[config.mk]
export PLATFORM = sky130hd
export DESIGN_NAME = wtc_top
export DESIGN_NICKNAME = d
export VERILOG_FILES = /design/src/rtl/wtc_pkg.sv /design/src/rtl/wtc_top.sv
export SDC_FILE = /design/constraint.sdc
export NUM_CORES = 1
export LEC_CHECK = 0
export ABC_AREA = 0
export BUFFER_PORTS_ARGS = -buffer_cell sky130_fd_sc_hd__buf_2
export CAP_MARGIN = 10
export CORE_UTILIZATION = 36
export DETAILED_ROUTE_END_ITERATION = 7
export HOLD_SLACK_MARGIN = 0.05
export PLACE_DENSITY_LB_ADDON = 0.25
export SYNTH_ARGS = -nofsm -noshare
export SYNTH_HDL_FRONTEND = slang
export SYNTH_SLANG_ARGS = --single-unit
export TNS_END_PERCENT = 50
[constraint.sdc]
create_clock -name mclk_in -period 4.08 [get_ports mclk_in]
set_input_delay 0 -clock mclk_in [delete_from_list [all_inputs] [get_ports mclk_in]]
set_output_delay 0 -clock mclk_in [all_outputs]
set_load 0.05 [all_outputs]
[src/rtl/wtc_pkg.sv]
package wtc_pkg;

	// apb byte addresses
	localparam logic [11:0] CTRL_ADDR     = 12'h0d8;
	localparam logic [11:0] IRQ_EN_ADDR   = 12'h0e8;
	localparam logic [11:0] EVT_STAT_ADDR = 12'h100;
	localparam logic [11:0] EVT_MASK_ADDR = 12'h104;

	// control register layout, bit 7 down to bit 0
	typedef struct packed {
		logic rsv7;
		logic power_on_flag;
		logic rsv5;
		logic wdt_clock_select;
		logic wdt_timeout_flag;
		logic wdt_reset_flag;
		logic wdt_reset_enable;
		logic wdt_restart;
	} wtc_ctrl_s;

	// extended interrupt enable: watchdog gate bit, reserved top bits
	localparam int          WDT_IRQ_EN_BIT = 5;
	localparam logic [7:0]  IRQ_EN_WR_MASK = 8'h3f;

	// event status / mask layout
	localparam int          EVT_W          = 2;
	localparam int          EVT_TIMEOUT    = 0;
	localparam int          EVT_WD_RESET   = 1;

	// reset values
	localparam logic [7:0]  CTRL_POR_VAL   = 8'h40;
	localparam logic [7:0]  IRQ_EN_RST     = 8'h00;
	localparam logic [1:0]  EVT_RST        = 2'h0;
	localparam logic [31:0] RDATA_RST      = 32'h0000_0000;

	// clocks from an unserviced time-out to the watchdog reset
	localparam int          RST_DELAY_CLKS = 512;
	localparam int          DLY_W          = 9;
	localparam logic [8:0]  DLY_LAST       = 9'(RST_DELAY_CLKS - 1);

	// default time-out interval in counter ticks
	localparam int          TIMEOUT_TICKS_DEF = 32768;

	typedef enum logic {
		WD_RUN   = 1'b0,
		WD_GRACE = 1'b1
	} wtc_wd_state_e;

endpackage : wtc_pkg

[src/rtl/wtc_top.sv]
// Local design decision: the APB register port.
`timescale 1ns/1ps
`default_nettype none

module wtc_top #(
	parameter int unsigned TIMEOUT_TICKS = wtc_pkg::TIMEOUT_TICKS_DEF
) (
	input  wire logic        mclk_in,
	input  wire logic        nrst_in,
	input  wire logic        psel_in,
	input  wire logic        penable_in,
	input  wire logic        pwrite_in,
	input  wire logic [11:0] paddr_in,
	input  wire logic [31:0] pwdata_in,
	input  wire logic [3:0]  pstrb_in,
	output logic      [31:0] prdata_out,
	output logic             pready_out,
	output logic             pslverr_out,
	input  wire logic        sub_osc_clock_in,
	input  wire logic        ext_rst_n_in,
	input  wire logic        pwr_fail_rst_n_in,
	input  wire logic        global_irq_enable_in,
	output logic             wd_irq_req_out,
	output logic             wd_sys_reset_out,
	output logic             irq_out
);

	localparam int              CNT_W   = $clog2(TIMEOUT_TICKS);
	localparam logic [CNT_W-1:0] TO_LAST = CNT_W'(TIMEOUT_TICKS - 1);

	wtc_pkg::wtc_ctrl_s          ctrl;
	wtc_pkg::wtc_ctrl_s          next_ctrl;
	wtc_pkg::wtc_wd_state_e      state;
	wtc_pkg::wtc_wd_state_e      next_state;
	logic [7:0]                  irq_en;
	logic [7:0]                  next_irq_en;
	logic [wtc_pkg::EVT_W-1:0]   evt_stat;
	logic [wtc_pkg::EVT_W-1:0]   next_evt_stat;
	logic [wtc_pkg::EVT_W-1:0]   evt_mask;
	logic [CNT_W-1:0]            watchdog_counter;
	logic [CNT_W-1:0]            next_counter;
	logic [wtc_pkg::DLY_W-1:0]   dly_cnt;
	logic [wtc_pkg::DLY_W-1:0]   next_dly_cnt;
	logic [2:0]                  sub_sync;
	logic [1:0]                  ext_sync;
	logic [1:0]                  pf_sync;

	// pin synchronisers; edge detect reads only the second and third stage
	always_ff @(posedge mclk_in) begin
		if (!nrst_in) begin
			sub_sync <= 3'h0;
			ext_sync <= 2'h3;
			pf_sync  <= 2'h3;
		end else begin
			sub_sync <= {sub_sync[1:0], sub_osc_clock_in};
			ext_sync <= {ext_sync[0], ext_rst_n_in};
			pf_sync  <= {pf_sync[0], pwr_fail_rst_n_in};
		end
	end

	wire sub_rise = sub_sync[1] & ~sub_sync[2];
	wire ext_rst  = ~ext_sync[1];
	wire pf_rst   = ~pf_sync[1];
	wire sys_rst  = ext_rst | pf_rst;

	// apb decode
	wire apb_setup  = psel_in & ~penable_in;
	wire apb_wr     = psel_in & penable_in & pready_out & pwrite_in & pstrb_in[0];
	wire hit_ctrl   = (paddr_in == wtc_pkg::CTRL_ADDR);
	wire hit_irq_en = (paddr_in == wtc_pkg::IRQ_EN_ADDR);
	wire hit_stat   = (paddr_in == wtc_pkg::EVT_STAT_ADDR);
	wire hit_mask   = (paddr_in == wtc_pkg::EVT_MASK_ADDR);
	wire mapped     = hit_ctrl | hit_irq_en | hit_stat | hit_mask;
	wire wr_ctrl    = apb_wr & hit_ctrl;
	wire wr_irq_en  = apb_wr & hit_irq_en;
	wire wr_stat    = apb_wr & hit_stat;
	wire wr_mask    = apb_wr & hit_mask;
	wire [7:0] wbyte = pwdata_in[7:0];

	wire [31:0] rd_data =
		hit_ctrl   ? {24'h0, ctrl} :
		hit_irq_en ? {24'h0, irq_en} :
		hit_stat   ? {30'h0, evt_stat} :
		hit_mask   ? {30'h0, evt_mask} : 32'h0;

	// counter tick source and time-out detection
	wire tick    = ctrl.wdt_clock_select ? sub_rise : 1'b1;
	wire restart = ctrl.wdt_restart;
	wire timeout = tick & (watchdog_counter == TO_LAST) & ~restart & ~sys_rst;
	wire grace_end = (state == wtc_pkg::WD_GRACE) & (dly_cnt == wtc_pkg::DLY_LAST);
	wire wd_fire = grace_end & ctrl.wdt_reset_enable & ~restart & ~sys_rst;
	wire any_rst = sys_rst | wd_fire;

	always_comb begin
		next_counter = watchdog_counter;
		if (any_rst || restart) begin
			next_counter = '0;
		end else if (tick) begin
			next_counter = timeout ? '0 : CNT_W'(watchdog_counter + 1'b1);
		end
	end

	// grace window between time-out and watchdog reset
	always_comb begin
		next_state   = state;
		next_dly_cnt = dly_cnt;
		case (state)
			wtc_pkg::WD_RUN: begin
				next_dly_cnt = '0;
				if (timeout) begin
					next_state = wtc_pkg::WD_GRACE;
				end
			end
			wtc_pkg::WD_GRACE: begin
				next_dly_cnt = wtc_pkg::DLY_W'(dly_cnt + 1'b1);
				if (any_rst || restart || grace_end) begin
					next_state   = wtc_pkg::WD_RUN;
					next_dly_cnt = '0;
				end
			end
			default: begin
				next_state   = wtc_pkg::WD_RUN;
				next_dly_cnt = '0;
			end
		endcase
	end

	// control register: write, hardware set, reset-type loads
	always_comb begin
		next_ctrl = ctrl;
		next_ctrl.wdt_restart = 1'b0;
		if (wr_ctrl) begin
			next_ctrl.power_on_flag    = ctrl.power_on_flag & wbyte[6];
			next_ctrl.wdt_clock_select = wbyte[4];
			next_ctrl.wdt_timeout_flag = wbyte[3];
			next_ctrl.wdt_reset_flag   = ctrl.wdt_reset_flag & wbyte[2];
			next_ctrl.wdt_reset_enable = wbyte[1];
			next_ctrl.wdt_restart      = wbyte[0];
		end
		if (timeout) begin
			next_ctrl.wdt_timeout_flag = 1'b1;
		end
		if (any_rst) begin
			next_ctrl.wdt_clock_select = 1'b0;
			next_ctrl.wdt_timeout_flag = 1'b0;
			next_ctrl.wdt_restart      = 1'b0;
		end
		if (pf_rst) begin
			next_ctrl.wdt_reset_flag = 1'b0;
		end
		if (wd_fire) begin
			next_ctrl.wdt_reset_flag = 1'b1;
		end
		next_ctrl.rsv7 = 1'b0;
		next_ctrl.rsv5 = 1'b0;
	end

	always_comb begin
		next_irq_en = irq_en;
		if (any_rst) begin
			next_irq_en = wtc_pkg::IRQ_EN_RST;
		end else if (wr_irq_en) begin
			next_irq_en = wbyte & wtc_pkg::IRQ_EN_WR_MASK;
		end
	end

	// sticky events: write one clears, a new event wins
	wire [wtc_pkg::EVT_W-1:0] evt_set = {wd_fire, timeout};
	wire [wtc_pkg::EVT_W-1:0] evt_clr = wr_stat ? wbyte[wtc_pkg::EVT_W-1:0] : '0;
	assign next_evt_stat = (evt_stat & ~evt_clr) | evt_set;

	wire req_now = ctrl.wdt_timeout_flag & irq_en[wtc_pkg::WDT_IRQ_EN_BIT] & global_irq_enable_in;

	always_ff @(posedge mclk_in) begin
		if (!nrst_in) begin
			ctrl             <= wtc_pkg::CTRL_POR_VAL;
			irq_en           <= wtc_pkg::IRQ_EN_RST;
			state            <= wtc_pkg::WD_RUN;
			watchdog_counter <= '0;
			dly_cnt          <= '0;
		end else begin
			ctrl             <= next_ctrl;
			irq_en           <= next_irq_en;
			state            <= next_state;
			watchdog_counter <= next_counter;
			dly_cnt          <= next_dly_cnt;
		end
	end

	always_ff @(posedge mclk_in) begin
		if (!nrst_in) begin
			evt_stat <= wtc_pkg::EVT_RST;
			evt_mask <= wtc_pkg::EVT_RST;
			irq_out  <= 1'b0;
		end else begin
			evt_stat <= next_evt_stat;
			evt_mask <= wr_mask ? wbyte[wtc_pkg::EVT_W-1:0] : evt_mask;
			irq_out  <= |(evt_stat & evt_mask);
		end
	end

	always_ff @(posedge mclk_in) begin
		if (!nrst_in) begin
			wd_irq_req_out   <= 1'b0;
			wd_sys_reset_out <= 1'b0;
		end else begin
			wd_irq_req_out   <= req_now;
			wd_sys_reset_out <= wd_fire;
		end
	end

	// apb answer: ready in the access phase, data captured at setup
	always_ff @(posedge mclk_in) begin
		if (!nrst_in) begin
			pready_out  <= 1'b0;
			pslverr_out <= 1'b0;
			prdata_out  <= wtc_pkg::RDATA_RST;
		end else begin
			pready_out  <= apb_setup;
			pslverr_out <= apb_setup & ~mapped;
			prdata_out  <= apb_setup ? rd_data : prdata_out;
		end
	end
endmodule : wtc_top

`default_nettype wire

; Word-level counts from Yosys, hierarchy flattened
; Index checks and enable logic that the tools add are counted.
[word_totals]
out_inout_bits = 37
register_bits = 87
inputBits = 57
[classes]
n_reduce_logical = 7
n_bitwise = 41
muxes = 16
eq_ne = 7
addsub = 2
[op_table]
columns = cell, n
row1 = $eq A12 B8 Y1 const B, 2
row2 = $eq A12 B9 Y1 const B, 2
row3 = $and A1 B1 Y1, 22
row4 = $pmux W9 S2, 1
row5 = $add A15 B1 Y15 const B, 1
row6 = $eq A15 B15 Y1 const B, 1
row7 = $mux W15, 1
row8 = $not A1 Y1, 10
row9 = $add A9 B1 Y9 const B, 1
row10 = $eq A9 B9 Y1 const B, 1
row11 = $mux W9, 1
row12 = $mux W8, 1
row13 = $mux W1, 6
row14 = $mux W2, 3
row15 = $mux W6, 1
row16 = $reduce_or A2 Y1, 3
row17 = $or A1 B1 Y1, 5
row18 = $and A2 B2 Y2, 2
row19 = $mux W4, 1
row20 = $ne A3 B1 Y1 const B, 1
row21 = $reduce_or A3 Y1, 1
row22 = $logic_or A1 B1 Y1, 2
row23 = $not A2 Y2, 1
row24 = $or A2 B2 Y2, 1
row25 = 2 further kinds, 2

; Depth between registers and ports, before layout
[depth]
depth_word = 10
depth_mapped = 9

; Worst setup path after synthesis
; No wires, ideal clock.
[synth_timing]
path_kind = register to register
start = register pready_out
end = register ctrl[6] (netlist bit)
t_arrival_ps = 1780
n_path_buf = 2
stages_incl_launch_ff = 7
synth_period_minus_slack_ps = 1906
required_ps = 3954
setup_slack_ps = 2174
setup_ps = 126
path_cell_list = dfxtp_1 inv_1 or4_4 buf_6 buf_6 o31ai_4 nand2_1
[synth_via]
elab_chain_len = 4
[synth_lines]
columns = element, line_no
row1 = start: declaration, wtc_top.sv:17  ; output logic pready_out,
row2 = start signal: assignment, wtc_top.sv:219  ; pready_out <= apb_setup;
row3 = $and A1 B1 Y1 (3 in series), wtc_top.sv:68  ; wire apb_wr = psel_in & penable_in & pready_out & pwrite_in & pstrb_in[0];
row4 = $and A1 B1 Y1, wtc_top.sv:74  ; wire wr_ctrl = apb_wr & hit_ctrl;
row5 = end signal: assignment, wtc_top.sv:176  ; ctrl <= wtc_pkg::CTRL_POR_VAL;
row6 = end signal: assignment, wtc_top.sv:182  ; ctrl <= next_ctrl;
row7 = end: declaration, wtc_top.sv:31  ; wtc_pkg::wtc_ctrl_s ctrl;
; Every way passes these cells.
; A chain may end at the register's enable or synchronous reset.

; Final worst setup path
[layout_timing]
start = input port paddr_in[2]
end = register ctrl[6] (netlist bit)
[layout_via]
elab_chain_len = 2
[layout_lines]
columns = element, line_no
row1 = start: declaration, wtc_top.sv:13  ; input wire logic [11:0] paddr_in,
row2 = $eq A12 B8 Y1, wtc_top.sv:69  ; wire hit_ctrl = (paddr_in == wtc_pkg::CTRL_ADDR);
row3 = $and A1 B1 Y1, wtc_top.sv:74
; Every way passes these cells.

==> run_results.csv <==
group,metric,value,unit
setup_path,required,4.30,ns
hold_path,min_to,"pslverr_out",
power,p_comb_frac,0.095,
flow_run,cap_violations,0,
power,p_int,1050,µW
drt,drt_iter0_drc,101,
yosys,ys_seq_area_frac,0.421,
yosys,synth-seq-cells,60,
yosys,yosys.area_share.xor_xnor,0.0399,
setup_path,crit_fanout,8,
floorplanning,die_h,91.0,µm
timing,skew,0.00654,ns
setup_path,regToRegEndpoint,"watchdog_counter[8]",
clock_network,htree_levels,3,
yosys,netlist_area,2850,µm²
drt,vias,2393,
yosys,synth_top_flop_cell,"dfxtp_1",
floorplanning,die_area,8280,µm²
floorplanning,die_w,91.0,µm
power,power.leakage,0.00123,µW
final_layout,fillers,800,
clock_network,cts.clk_slew.worst_paths,0.06,ns
yosys,synth_cells,325,
drt,firstDrtPassIters,4,
power,finalPower,1380,µW
setup_path,cp-start-kind,"input port",
placement,numPortBuffers,40,
setup_path,crit_path_top_delay_cell,"dlygate4sd3_1",
timing,final.min_clock_period,2.17,ns
clock_network,cts_root_buf,"clkbuf_8",
yosys,synth_top_family_by_area,"simple AND/OR/NAND/NOR gates",
power,peakVddDrop,247,µV
yosys,synthArstFlopShare,0,
final_layout,multiInputGateArea,1450,µm²
drt,ant_nets,0,
yosys,yosys_warnings,0,
grt,overflow,0,
final_layout,most-common-layout-cells,"dfxtp_1, buf_2, nand3_1",
final_layout,ff_latch_area,1200,µm²
setup_path,crit_start,"paddr_in[2]",
power,pwr-share-clk,0.470,
setup_path,critPathCaptureType,"flip-flop",
placement,dp_hpwl,4.30,mm
setup_path,crit_chain,"dlygate4sd3_1, buf_2, nand3b_1, or2_2, o31ai_4, nand2_1, dlygate4sd3_1",
final_layout,layout_commonest_cell,"dfxtp_1",
timing,worst_slew_pin_slew,0.851,ns
yosys,syn_avg_cell_area,8.78,µm²
setup_path,crit_top_cell,"dlygate4sd3_1",
timing,fin_ws,1.91,ns
final_layout,diodes,0,
power,net-switching-power,329,µW
floorplanning,core,7690,µm²
hold_path,min_from,"paddr_in[11]",
timing,setup_viol,0,
yosys,synth_adder_area_share,0.0132,
grt,grt_pass1_vias,2220,
floorplanning,ios,94,
timing,max_slew_margin,0.432,
timing,maxSlewViolCount,0,
drt,drc,0,
grt,grt_max_degree,20,
drt,wirelength,6.03,mm
yosys,synthSimpleGateAreaFrac,0.256,
timing,hold_viol_final,0,
yosys,synth_compound_area_frac,0.158,
setup_path,worst_r2r_path_depth,4,
clock_network,numCtsBuffers,9,
setup_path,crit_path_max_incr_delay,0.57,ns
timing,timing.final.crit_share,0.532,
yosys,synth-edff-count,0,
setup_path,critPathKind,"in -> reg",
yosys,muxShareOfSynthArea,0.00702,
placement,gp_congestion,0.828,
hold_path,hold_depth,3,
power,swShare,0.239,
setup_path,cp.arrival,2.39,ns
clock_network,cts_buffer_depth,2,
timing,clock.fmax,461,MHz
yosys,ys_types,52,
timing,rsz0062_at_grt,"no",
grt,grt_util_all_layers,0.159,
run_status,outcome,"complete, no violations",
grt,grt_pass1_wl,10.4,mm
setup_path,ff2ff_setup_slack,1.96,ns
setup_path,timing.rr.start,"watchdog_counter[9]",
power,powerDensity,400,nW/µm²
clock_network,insertion_delay,0.34,ns
power,power.share.sequential,0.434,
grt,antenna_found_initial,0,
drt,wl_per_cell,12.4,µm
floorplanning,start_util,0.371,
clock_network,cts_setup_buffers,0,
drt,vias_per_cell,4.92,
setup_path,critical_path_depth,7,
clock_network,cts_tree,"yes",
clock_network,cts.sinks,60,
final_layout,fin_nets,440,
hold_path,min_path_type,"in -> reg",
setup_path,crit_buf_inv,3,
final_layout,drive_above_1_share,0.177,
timing,finalSetupTns,0,ns
setup_path,cp_top_family,"buffers and inverters",
floorplanning,rows,32,
placement,pre_cts_ws,1.94,ns
final_layout,syn_to_final_growth,20.5,%
sequential cells by signal, indices dropped and copies added, names as in the netlist, 2 cells and up:
register          count
ctrl                  5
ext_sync              2
evt_stat              2
pf_sync               2
watchdog_counter     15
evt_mask              2
sub_sync              3
irq_en                6
dly_cnt               9
prdata_out            7
how the worst max path moves through the flow:
stage                     endpoint  slack [ns]
6_report                   ctrl[6]        1.91
5_1_grt        watchdog_counter[8]        1.71
4_1_cts        watchdog_counter[4]        1.92
3_5_place_dp   watchdog_counter[9]        1.94
3_3_place_gp   watchdog_counter[8]        1.97
2_1_floorplan              ctrl[6]        2.17
layer usage:
layer,wire length (µm),vias up,GRT usage
met4,108,0,0.0688
met2,2680,48,0.242
met3,246,9,0.0452
met1,2990,1111,0.208
met5,0,-,0
li1,-,1225,-
kinds of logic (layout without fill, tap and decap cells):
logic type	count (synthesis)	in the layout
buffers and inverters	48	83
adders and majority gates	3	3
and+or+nand+nor	126	126
xor gates and xnor gates	13	13
muxes	2	2
other	1	25
AOI/OAI and AO/OA	72	72
DFF	60	60
power by group through the flow:
stage | Sequential (µW) | Combinational, µW | Clock, µW
global route | 599 | 141 | 687
global placement | 611 | 118 | 0
floorplan | 619 | 102 | 0
finish | 598 | 131 | 647
CTS | 598 | 131 | 662
detailed placement | 611 | 119 | 0
cells in the mapped netlist (2+ instances only):
cell type	n	area [µm²]
a211oi_1	3	22.5
a21oi_1	25	125
a221oi_1	3	26.3
and2_1	3	18.8
buf_4	25	188
buf_6	3	33.8
clkbuf_1	11	41.3
dfxtp_1	60	1200
ha_1	3	37.5
inv_1	8	30.0
mux2i_1	2	20.0
nand2_1	12	45.0
nand2b_1	10	62.6
nand3_1	27	135
nand4_1	6	37.5
nor2_1	25	93.8
nor2b_1	6	37.5
nor3_1	5	25.0
nor4_1	3	18.8
nor4_2	4	50.1
nor4b_1	2	17.5
o21ai_0	14	70.1
o21ai_1	9	45.0
o31ai_1	6	45.0
or2_2	4	25.0
or3_1	4	25.0
or4_1	5	37.5
or4_4	2	22.5
xnor2_1	10	87.6
xor2_1	3	26.3
what timing repair did:
item | 4_1_cts | 5_1_grt
resized for setup | 0 | 0
hold buffers | 19 | 0
endpoints found under the hold margin | 22 | 0
stage by stage:
step,utilization,instance area (µm²),hold slack (ns),cells
after detailed placement,0.391,3010,0.187,452
after floorplan,-,2940,0.101,349
final,0.447,3440,0.0706,486
after global routing,0.447,3440,0.0705,486
after global placement,0.391,3010,0.186,452
after CTS,0.447,3440,0.0562,486
layout make-up:
class	instances	area share
tap	102	0.0371
multi-input combinational	241	0.420
timing repair buffer	59	0.114
inverter	9	0.00983
sequential	60	0.349
clock buffer	11	0.0411
clock inverter	4	0.0284
worst min-delay path: cells and delay by family:
kind                   cells  cell delay, ns
AO/OA/AOI/OAI              1            0.14
buffers and inverters      1            0.07
AND/OR/NAND/NOR            1            0.16
(Power assumes the default switching activity.)
